===== src/shared/sar_seq_pkg.sv =====
package sar_seq_pkg;
   // register map, byte addresses
   localparam int ADDR_W = 4;
   localparam logic [3:0] CFG_OFS = 4'h0;
   localparam logic [3:0] CMD_OFS = 4'h4;
   localparam logic [3:0] STAT_OFS = 4'h8;
   localparam logic [1:0] RESP_OKAY = 2'h0;
   localparam logic [1:0] RESP_SLVERR = 2'h2;
   // config_word fields
   localparam int CFG_CHAN_AUTO_POS = 11;
   localparam int CFG_TRIG_SRC_POS = 9;
   localparam int CFG_RATE_POS = 8;
   localparam int CFG_AUTO_SLEEP_POS = 1;
   localparam int CFG_CLK_SRC_POS = 0;
   localparam logic [31:0] CFG_RESET = 32'h0000_0A00;
   localparam logic [31:0] CFG_WMASK = 32'h0000_0B03;
   // command_word and status fields
   localparam int CHAN_W = 3;
   localparam int CMD_CHAN_LSB = 0;
   localparam int STAT_BUSY_POS = 0;
   localparam int STAT_READY_POS = 1;
   localparam int STAT_CUR_LSB = 4;
   localparam int STAT_LAST_LSB = 8;
   localparam int STAT_CNT_LSB = 16;
   localparam int CNT_W = 16;
   localparam logic [CHAN_W-1:0] CHAN_HI = 3'h7;
   // sequence lengths in conversion clocks
   localparam int SEQ_W = 5;
   localparam logic [SEQ_W-1:0] ACQ_CCLKS = 5'h03;
   localparam logic [SEQ_W-1:0] CONV_CCLKS = 5'h12;
   localparam logic [SEQ_W-1:0] SLOW_EXTRA_CCLKS = 5'h15;
   localparam logic [SEQ_W-1:0] ACQ_SLOW_CCLKS = ACQ_CCLKS + SLOW_EXTRA_CCLKS;
   // internal oscillator: slowest allowed period, rounded down to clocks
   localparam int CLK_PERIOD_PS = 25000;
   localparam int OSC_MAX_PERIOD_PS = 95238;
   localparam int OSC_DIV_W = 2;
   localparam logic [OSC_DIV_W-1:0] OSC_DIV =
      OSC_DIV_W'(OSC_MAX_PERIOD_PS / CLK_PERIOD_PS);

   typedef enum logic [1:0] {
      ST_ACQ = 2'b00,
      ST_READY = 2'b01,
      ST_CONV = 2'b10
   } seq_state_e;

   function automatic logic [CHAN_W-1:0] next_chan(
      input logic [CHAN_W-1:0] cur,
      input logic [CHAN_W-1:0] first);
      next_chan = (cur == CHAN_HI) ? first : cur + 3'h1;
   endfunction

   function automatic logic [31:0] apply_strb(input logic [31:0] old,
      input logic [31:0] data, input logic [3:0] strb);
      logic [31:0] res;
      res = old;
      for (int i = 0; i < 4; i++)
      begin
         if (strb[i])
            res[i*8 +: 8] = data[i*8 +: 8];
      end
      apply_strb = res;
   endfunction
endpackage


===== src/shared/conv_clock_if.sv =====
`timescale 1ns/1ps
interface conv_clock_if;
   logic osc_run;
   logic use_sclk;
   logic sclk_rise;
   logic tick;
   logic conv_clk;
   modport gen (input osc_run, input use_sclk, input sclk_rise,
      output tick, output conv_clk);
   modport user (output osc_run, output use_sclk, output sclk_rise,
      input tick, input conv_clk);
endinterface


===== src/hw/conv_clock_gen.sv =====
`timescale 1ns/1ps
module conv_clock_gen import sar_seq_pkg::*; (
   input wire logic clk_in,
   input wire logic rstn_in,
   conv_clock_if.gen cc
);
   logic [OSC_DIV_W-1:0] div_r;
   logic clk_r;
   logic tick_r;

   assign cc.tick = tick_r;
   assign cc.conv_clk = clk_r;

   // source select and divider
   // clock source select
   always_ff @(posedge clk_in)
   begin
      if (!rstn_in)
      begin
         div_r <= '0;
         clk_r <= 1'b0;
         tick_r <= 1'b0;
      end
      else if (cc.use_sclk)
      begin
         div_r <= '0;
         tick_r <= 1'b0;
         if (cc.sclk_rise)
         begin
            clk_r <= ~clk_r;
            tick_r <= ~clk_r;
         end
      end
      else if (cc.osc_run)
      begin
         div_r <= (div_r == OSC_DIV - 2'h1) ? '0 : div_r + 2'h1;
         clk_r <= (div_r == OSC_DIV - 2'h1);
         tick_r <= (div_r == OSC_DIV - 2'h1);
      end
      else
      begin
         div_r <= '0;
         clk_r <= 1'b0;
         tick_r <= 1'b0;
      end
   end

   sclk_div_a: assert property (
      @(posedge clk_in) disable iff (!rstn_in)
      (cc.use_sclk && cc.sclk_rise) |=> (clk_r != $past(clk_r)))
      else $error("conversion clock missed a serial clock toggle");

   osc_stop_a: assert property (
      @(posedge clk_in) disable iff (!rstn_in)
      (!cc.use_sclk && !cc.osc_run) |=> !tick_r)
      else $error("oscillator ticked while stopped");
endmodule // conv_clock_gen


===== src/hw/sar_conversion_sequencer.sv =====
`timescale 1ns/1ps
module sar_conversion_sequencer import sar_seq_pkg::*; (
   input wire logic clk_in,
   input wire logic rstn_in,
   input wire logic [ADDR_W-1:0] awaddr_in,
   input wire logic awvalid_in,
   output logic awready_out,
   input wire logic [31:0] wdata_in,
   input wire logic [3:0] wstrb_in,
   input wire logic wvalid_in,
   output logic wready_out,
   output logic [1:0] bresp_out,
   output logic bvalid_out,
   input wire logic bready_in,
   input wire logic [ADDR_W-1:0] araddr_in,
   input wire logic arvalid_in,
   output logic arready_out,
   output logic [31:0] rdata_out,
   output logic [1:0] rresp_out,
   output logic rvalid_out,
   input wire logic rready_in,
   input wire logic sample_start_n_in,
   input wire logic sclk_in,
   input wire logic frame_select_n_in,
   output logic osc_run_out,
   output logic conv_clock_out,
   output logic hold_out,
   output logic conv_done_out,
   output logic [CHAN_W-1:0] chan_out
);
   logic [2:0] start_sync_r;
   logic [2:0] sclk_sync_r;
   logic start_fall;
   logic sclk_rise;
   logic [31:0] config_word_r;
   logic [CHAN_W-1:0] command_word_r;
   logic [ADDR_W-1:0] aw_addr_r;
   logic [31:0] w_data_r;
   logic [3:0] w_strb_r;
   logic do_write;
   logic cmd_wr;
   seq_state_e state_r;
   logic [SEQ_W-1:0] cnt_r;
   logic [SEQ_W-1:0] acq_target;
   logic [CHAN_W-1:0] conv_chan_r;
   logic [CHAN_W-1:0] last_chan_r;
   logic [CHAN_W-1:0] scan_first_r;
   logic auto_prev_r;
   logic [CNT_W-1:0] conv_count_r;
   logic conv_end;
   logic conv_begin;
   logic chan_auto;
   logic trig_manual;
   logic osc_run_nxt;

   conv_clock_if cc_if ();

   conv_clock_gen u_clk_gen (
      .clk_in(clk_in),
      .rstn_in(rstn_in),
      .cc(cc_if.gen)
   );

   assign cc_if.osc_run = osc_run_out;
   assign cc_if.use_sclk = config_word_r[CFG_CLK_SRC_POS];
   assign cc_if.sclk_rise = sclk_rise;
   assign conv_clock_out = cc_if.conv_clk;

   assign chan_auto = config_word_r[CFG_CHAN_AUTO_POS];
   assign trig_manual = config_word_r[CFG_TRIG_SRC_POS];

   // pin synchronisers, edge taken from the second and third stages
   always_ff @(posedge clk_in)
   begin
      if (!rstn_in)
      begin
         start_sync_r <= 3'h7;
         sclk_sync_r <= 3'h0;
      end
      else
      begin
         start_sync_r <= {start_sync_r[1:0], sample_start_n_in};
         sclk_sync_r <= {sclk_sync_r[1:0], sclk_in};
      end
   end

   assign start_fall = start_sync_r[2] & ~start_sync_r[1];
   assign sclk_rise = ~sclk_sync_r[2] & sclk_sync_r[1];

   // write channel: address and data taken in either order
   assign do_write = !awready_out && !wready_out && !bvalid_out;
   assign cmd_wr = do_write && (aw_addr_r == CMD_OFS) && w_strb_r[0];

   always_ff @(posedge clk_in)
   begin
      if (!rstn_in)
      begin
         awready_out <= 1'b1;
         wready_out <= 1'b1;
         bvalid_out <= 1'b0;
         bresp_out <= RESP_OKAY;
         aw_addr_r <= '0;
         w_data_r <= '0;
         w_strb_r <= '0;
      end
      else
      begin
         if (awvalid_in && awready_out)
         begin
            awready_out <= 1'b0;
            aw_addr_r <= awaddr_in;
         end
         if (wvalid_in && wready_out)
         begin
            wready_out <= 1'b0;
            w_data_r <= wdata_in;
            w_strb_r <= wstrb_in;
         end
         if (do_write)
         begin
            awready_out <= 1'b1;
            wready_out <= 1'b1;
            bvalid_out <= 1'b1;
            bresp_out <= (aw_addr_r == CFG_OFS || aw_addr_r == CMD_OFS ||
               aw_addr_r == STAT_OFS) ? RESP_OKAY : RESP_SLVERR;
         end
         else if (bvalid_out && bready_in)
            bvalid_out <= 1'b0;
      end
   end

   // register storage
   // auto scan is the reset default
   always_ff @(posedge clk_in)
   begin
      if (!rstn_in)
      begin
         config_word_r <= CFG_RESET;
         command_word_r <= '0;
      end
      else if (do_write)
      begin
         if (aw_addr_r == CFG_OFS)
            config_word_r <= apply_strb(config_word_r, w_data_r, w_strb_r)
               & CFG_WMASK;
         if (cmd_wr)
            command_word_r <= w_data_r[CMD_CHAN_LSB +: CHAN_W];
      end
   end

   // read channel, answer one cycle after the address is taken
   always_ff @(posedge clk_in)
   begin
      if (!rstn_in)
      begin
         arready_out <= 1'b1;
         rvalid_out <= 1'b0;
         rdata_out <= '0;
         rresp_out <= RESP_OKAY;
      end
      else if (arvalid_in && arready_out)
      begin
         arready_out <= 1'b0;
         rvalid_out <= 1'b1;
         rresp_out <= RESP_OKAY;
         rdata_out <= '0;
         unique case (araddr_in)
            CFG_OFS: rdata_out <= config_word_r;
            CMD_OFS: rdata_out <= {29'h0, command_word_r};
            STAT_OFS:
            begin
               rdata_out[STAT_BUSY_POS] <= (state_r == ST_CONV);
               rdata_out[STAT_READY_POS] <= (state_r == ST_READY);
               rdata_out[STAT_CUR_LSB +: CHAN_W] <= chan_out;
               rdata_out[STAT_LAST_LSB +: CHAN_W] <= last_chan_r;
               rdata_out[STAT_CNT_LSB +: CNT_W] <= conv_count_r;
            end
            default: rresp_out <= RESP_SLVERR;
         endcase
      end
      else if (rvalid_out && rready_in)
      begin
         rvalid_out <= 1'b0;
         arready_out <= 1'b1;
      end
   end

   // slow rate stretches acquisition under auto trigger only, so starts are 42 clocks apart
   assign acq_target = (!trig_manual && config_word_r[CFG_RATE_POS]) ?
      ACQ_SLOW_CCLKS : ACQ_CCLKS;
   assign conv_begin = (state_r == ST_READY) && (!trig_manual || start_fall);
   assign conv_end = (state_r == ST_CONV) && cc_if.tick &&
      (cnt_r == CONV_CCLKS - 5'h01);

   // conversion sequence
   always_ff @(posedge clk_in)
   begin
      if (!rstn_in)
      begin
         state_r <= ST_ACQ;
         cnt_r <= '0;
      end
      else
      begin
         unique case (state_r)
            ST_ACQ:
            begin
               if (cc_if.tick)
               begin
                  if (cnt_r + 5'h01 >= acq_target)
                  begin
                     state_r <= ST_READY;
                     cnt_r <= '0;
                  end
                  else
                     cnt_r <= cnt_r + 5'h01;
               end
            end
            ST_READY:
            begin
               if (conv_begin)
               begin
                  state_r <= ST_CONV;
                  cnt_r <= '0;
               end
            end
            ST_CONV:
            begin
               if (conv_end)
               begin
                  state_r <= ST_ACQ;
                  cnt_r <= '0;
               end
               else if (cc_if.tick)
                  cnt_r <= cnt_r + 5'h01;
            end
            default:
            begin
               state_r <= ST_ACQ;
               cnt_r <= '0;
            end
         endcase
      end
   end

   assign osc_run_nxt = !config_word_r[CFG_CLK_SRC_POS] &&
      (state_r != ST_READY || !trig_manual ||
       config_word_r[CFG_AUTO_SLEEP_POS]);

   always_ff @(posedge clk_in)
   begin
      if (!rstn_in)
      begin
         osc_run_out <= 1'b0;
         hold_out <= 1'b0;
         conv_done_out <= 1'b0;
      end
      else
      begin
         osc_run_out <= osc_run_nxt;
         hold_out <= conv_begin || (state_r == ST_CONV && !conv_end);
         conv_done_out <= conv_end;
      end
   end

   // conversion bookkeeping
   always_ff @(posedge clk_in)
   begin
      if (!rstn_in)
      begin
         conv_chan_r <= '0;
         last_chan_r <= '0;
         conv_count_r <= '0;
      end
      else
      begin
         if (conv_begin)
            conv_chan_r <= (chan_auto && !auto_prev_r) ? last_chan_r :
               chan_out;
         if (conv_end)
         begin
            last_chan_r <= conv_chan_r;
            conv_count_r <= conv_count_r + 16'h0001;
         end
      end
   end

   // channel selection
   always_ff @(posedge clk_in)
   begin
      if (!rstn_in)
      begin
         chan_out <= '0;
         scan_first_r <= '0;
         auto_prev_r <= 1'b1;
      end
      else
      begin
         auto_prev_r <= chan_auto;
         if (!chan_auto && cmd_wr)
            chan_out <= w_data_r[CMD_CHAN_LSB +: CHAN_W];
         else if (chan_auto && !auto_prev_r)
         begin
            chan_out <= last_chan_r;
            scan_first_r <= last_chan_r;
         end
         else if (chan_auto && conv_end)
            chan_out <= next_chan(chan_out, scan_first_r);
      end
   end

   conv_len_a: assert property (
      @(posedge clk_in) disable iff (!rstn_in)
      (state_r == ST_CONV && !conv_end) |=> state_r == ST_CONV)
      else $error("conversion left before eighteen clocks");

   conv_end_a: assert property (
      @(posedge clk_in) disable iff (!rstn_in)
      conv_end |=> (state_r == ST_ACQ && cnt_r == 5'h00 && conv_done_out))
      else $error("conversion end not followed by acquisition");

   acq_min_a: assert property (
      @(posedge clk_in) disable iff (!rstn_in)
      (state_r == ST_ACQ && !(cc_if.tick && cnt_r + 5'h01 >= acq_target))
      |=> state_r == ST_ACQ)
      else $error("acquisition cut short");

   man_start_a: assert property (
      @(posedge clk_in) disable iff (!rstn_in)
      (state_r == ST_READY && trig_manual && start_fall)
      |=> (state_r == ST_CONV && hold_out))
      else $error("start pin edge did not begin conversion");

   man_wait_a: assert property (
      @(posedge clk_in) disable iff (!rstn_in)
      (state_r == ST_READY && trig_manual && !start_fall)
      |=> state_r == ST_READY)
      else $error("manual trigger started without start pin");

   auto_start_a: assert property (
      @(posedge clk_in) disable iff (!rstn_in)
      (state_r == ST_READY && !trig_manual) |=> state_r == ST_CONV)
      else $error("auto trigger did not start conversion");

   osc_gate_a: assert property (
      @(posedge clk_in) disable iff (!rstn_in)
      (state_r == ST_CONV && !config_word_r[CFG_CLK_SRC_POS])
      |=> osc_run_out)
      else $error("oscillator stopped during conversion");

   chan_man_a: assert property (
      @(posedge clk_in) disable iff (!rstn_in)
      (!chan_auto && cmd_wr)
      |=> chan_out == $past(w_data_r[CMD_CHAN_LSB +: CHAN_W]))
      else $error("manual channel write not applied");

   chan_wrap_a: assert property (
      @(posedge clk_in) disable iff (!rstn_in)
      (chan_auto && auto_prev_r && conv_end && chan_out == CHAN_HI)
      |=> chan_out == $past(scan_first_r))
      else $error("scan did not wrap to first channel");

   chan_stop_a: assert property (
      @(posedge clk_in) disable iff (!rstn_in)
      (!chan_auto && !cmd_wr) |=> $stable(chan_out))
      else $error("channel moved with scan disabled");
endmodule // sar_conversion_sequencer


===== config.mk =====
export PLATFORM = sky130hd
export DESIGN_NAME = sar_conversion_sequencer
export DESIGN_NICKNAME = d
export VERILOG_FILES = /design/src/shared/sar_seq_pkg.sv /design/src/shared/conv_clock_if.sv /design/src/hw/conv_clock_gen.sv /design/src/hw/sar_conversion_sequencer.sv
export SDC_FILE = /design/constraint.sdc
export NUM_CORES = 1
export LEC_CHECK = 0
export ABC_AREA = 1
export BUFFER_PORTS_ARGS = -buffer_cell sky130_fd_sc_hd__buf_2
export CAP_MARGIN = 20
export CORE_MARGIN = 2
export CORE_UTILIZATION = 30
export CTS_CLUSTER_SIZE = 16
export DETAILED_ROUTE_END_ITERATION = 8
export HOLD_SLACK_MARGIN = 0.02
export SKIP_CTS_REPAIR_TIMING = 1
export SYNTH_ARGS = -nofsm -noshare
export SYNTH_HDL_FRONTEND = slang
export SYNTH_HIERARCHICAL = 1
export SYNTH_SLANG_ARGS = --single-unit

===== constraint.sdc =====
create_clock -name clk_in -period 1.9 [get_ports clk_in]
set_clock_uncertainty 0.05 [all_clocks]
set_input_delay 0.095 -clock clk_in [delete_from_list [all_inputs] [get_ports clk_in]]
set_output_delay 0.095 -clock clk_in [all_outputs]
set_load 0.01 [all_outputs]

==> reports/metrics.yaml <==
postSynthAreaPerCell_sq_um: 7.45
whs_ns: -0.00432
crit_cells: 12
setup_viol: 0
antenna_cells: 0
io_buffers: 64
h-tree-depth: 3
num_rows: 44
finalWirelength_mm: 10.1
root_buffer: "clkbuf_16"
synth_cells: 597
ys_ff_latch: 102
viasPerCell: 4.41
min_period_ns: 1.80
die_height_um: 126
yosysWarnings: 6
num-nets-final: 745
clkTransAtPathRegs_ns: 0.08
grt_pass1_vias: 3565
gp_congestion: 0.803
max_cap_viol_count: 0
clock-sinks: 102
worst-path-max-fanout: 6
grt-busiest-layer: "met2"
max_stage_delay_ns: 0.40
antenna_left: 0
fillerInstances: 1558
cts_tree: "yes"
seq_area_sq_um: 2050
path_cells: "ha_4 > nand3_2 > xor2_1 > inv_1 > ha_1 > nand2_1 > inv_1 > nand2_1 > nand2_2 > buf_4 > nand3_1 > a21oi_1"
endpoint_kind: "flip-flop"
wl_per_cell_um: 11.6
critical_path_buf_inv_count: 3
peakVddDrop_mv: 0.451
leakage_uw: 0.00239
clockBufferDepth: 2
numCtsBuffers: 9
period_share: 0.945
die-area_sq_um: 15800
met2_usage: 0.208
powerDensity_nw_per_um2: 818
synth_seq_area_share: 0.459
syn_area_sq_um: 4450
antenna_found_initial: 0
grt_max_degree: 58
status: "finished with violations"
drive_above_1_share: 0.201
path_class: "reg2reg"
cp.required_ns: 2.07
io_pins: 102
r2r_cells: 12
crit_slowest_cell: "dfxtp_4"
area_growth_pct: 25.0
place_ws_ns: -0.0202
synthDistinctLibCells: 36
dp.final_hpwl_mm: 7.08
grt_overflow: 0
arrival_ns: 1.97
clk_latency_ns: 0.35
final.setup.worst_slack_ns: 0.104
die-width_um: 126
whs_path_depth: 3
slew_viol_final: 0
start_util: 0.306
drc: 0
critPathLaunchType: "flip-flop"
grt_pass1_wl_mm: 16.9
core_area_sq_um: 14500
failed_checks: "negative hold slack"
track_usage: 0.129
drt_first_iter_violations: 163
grt_util_met1: 0.175
met3_usage: 0.0302
drt_first_pass_iters: 4
fin_tns_setup_ns: 0
crit_family: "adder cells"
fmax_ghz: 0.557
p_total_uw: 4550
hold_class: "in2reg"
final-hold-violation-count: 1
dr_total_vias: 3838
multi_input_area_sq_um: 2080
## worst reg2reg max path, delay by kind of cell (launching register included)
family	cells	cell delay, ns
and+or+nand+nor	5	0.32
adders and majority gates	2	0.43
buffers and inverters	3	0.23
xor gates and xnor gates	1	0.18
AOI/OAI and AO/OA	1	0.05
DFF	1	0.40
## cells by family after synthesis
kind of cell | after synthesis | synth area share
DFF | 102 | 0.459
and+or+nand+nor | 229 | 0.230
xor gates and xnor gates | 9 | 0.0177
buffers and inverters | 100 | 0.0939
muxes | 2 | 0.00450
adders and majority gates | 9 | 0.0253
AOI/OAI and AO/OA | 145 | 0.168
other | 1 | 0.000843
## metal layers
metal | part of all wire | vias to the layer above
li1 | - | 2086
met1 | 0.51 | 1683
met2 | 0.45 | 59
met3 | 0.035 | 10
met4 | 0.011 | 0
met5 | 0 | -
## state kept, by name (all words and copies together), names as in the netlist, 2 cells and up
register	cells
chan_out	3
u_clk_gen/div_r	2
conv_count_r	16
conv_chan_r	3
state_r	2
aw_addr_r	4
last_chan_r	3
config_word_r	5
w_strb_r	2
sclk_sync_r	3
command_word_r	3
start_sync_r	3
cnt_r	5
scan_first_r	3
w_data_r	6
rdata_out	26
## area by class of cell
class	count	area share
clock inverter	6	0.0133
timing repair buffer	96	0.110
clock buffer	10	0.0430
sequential	102	0.369
tap	184	0.0414
inverter	71	0.0484
multi-input combinational	402	0.375
## cell usage in the layout, fill, tap and decap left out, drive strengths merged
master,instances
dlygate4sd3,16
xor2,8
nor2,63
buf,80
nor3,14
o221ai,2
or2,3
inv,75
nand3,18
o41ai,1
xnor2,1
o21a,1
clkbuf,10
o211ai,2
o21ai,69
clkinv,1
nand2,122
nor4,2
conb,8
nand4,6
and3,1
mux2i,2
dfxtp,102
ha,9
a21oi,70
bufinv,1
## cells in the mapped netlist, drive strengths merged
library cell	n	area [sq um]
xor2	8	70.1
a21oi	70	350
buf	15	98.8
nand3	18	115
clkbuf	14	52.6
o211ai	2	15.0
o41ai	1	8.76
dfxtp	102	2040
nor2	63	251
inv	71	267
ha	9	113
or2	3	18.8
conb	1	3.75
nand2	122	470
o221ai	2	17.5
mux2i	2	20.0
nor3	14	113
nand4	6	37.5
and3	1	6.26
o21a	1	7.51
nor4	2	12.5
o21ai	69	349
xnor2	1	8.76
## path summary, 6_finish.rpt
path	endpoint	slack [ns]	start
min	w_strb_r[0]	-0.004	wstrb_in[0]
max	state_r[0]	0.10	cnt_r[0]
min reg2reg	sclk_sync_r[1]	0.36	sclk_sync_r[0]
max reg2reg	state_r[0]	0.10	cnt_r[0]
## where the power goes
| group | total [uW] | switching, uW | internal (uW) |
|---|---|---|---|
| Combinational | 354 | 212 | 142 |
| Sequential | 2260 | 44.3 | 2210 |
| Clock | 1940 | 856 | 1080 |
| Total | 4550 | 1110 | 3440 |
## metrics by stage
| step | area [sq um] | cells | util |
|---|---|---|---|
| CTS | 5310 | 854 | 0.365 |
| floorplan | 4470 | 604 | - |
| global placement | 5000 | 838 | 0.344 |
| finish | 5560 | 871 | 0.382 |
| global route | 5560 | 871 | 0.382 |
| detailed placement | 5000 | 838 | 0.344 |
(Power assumes the default switching activity.)
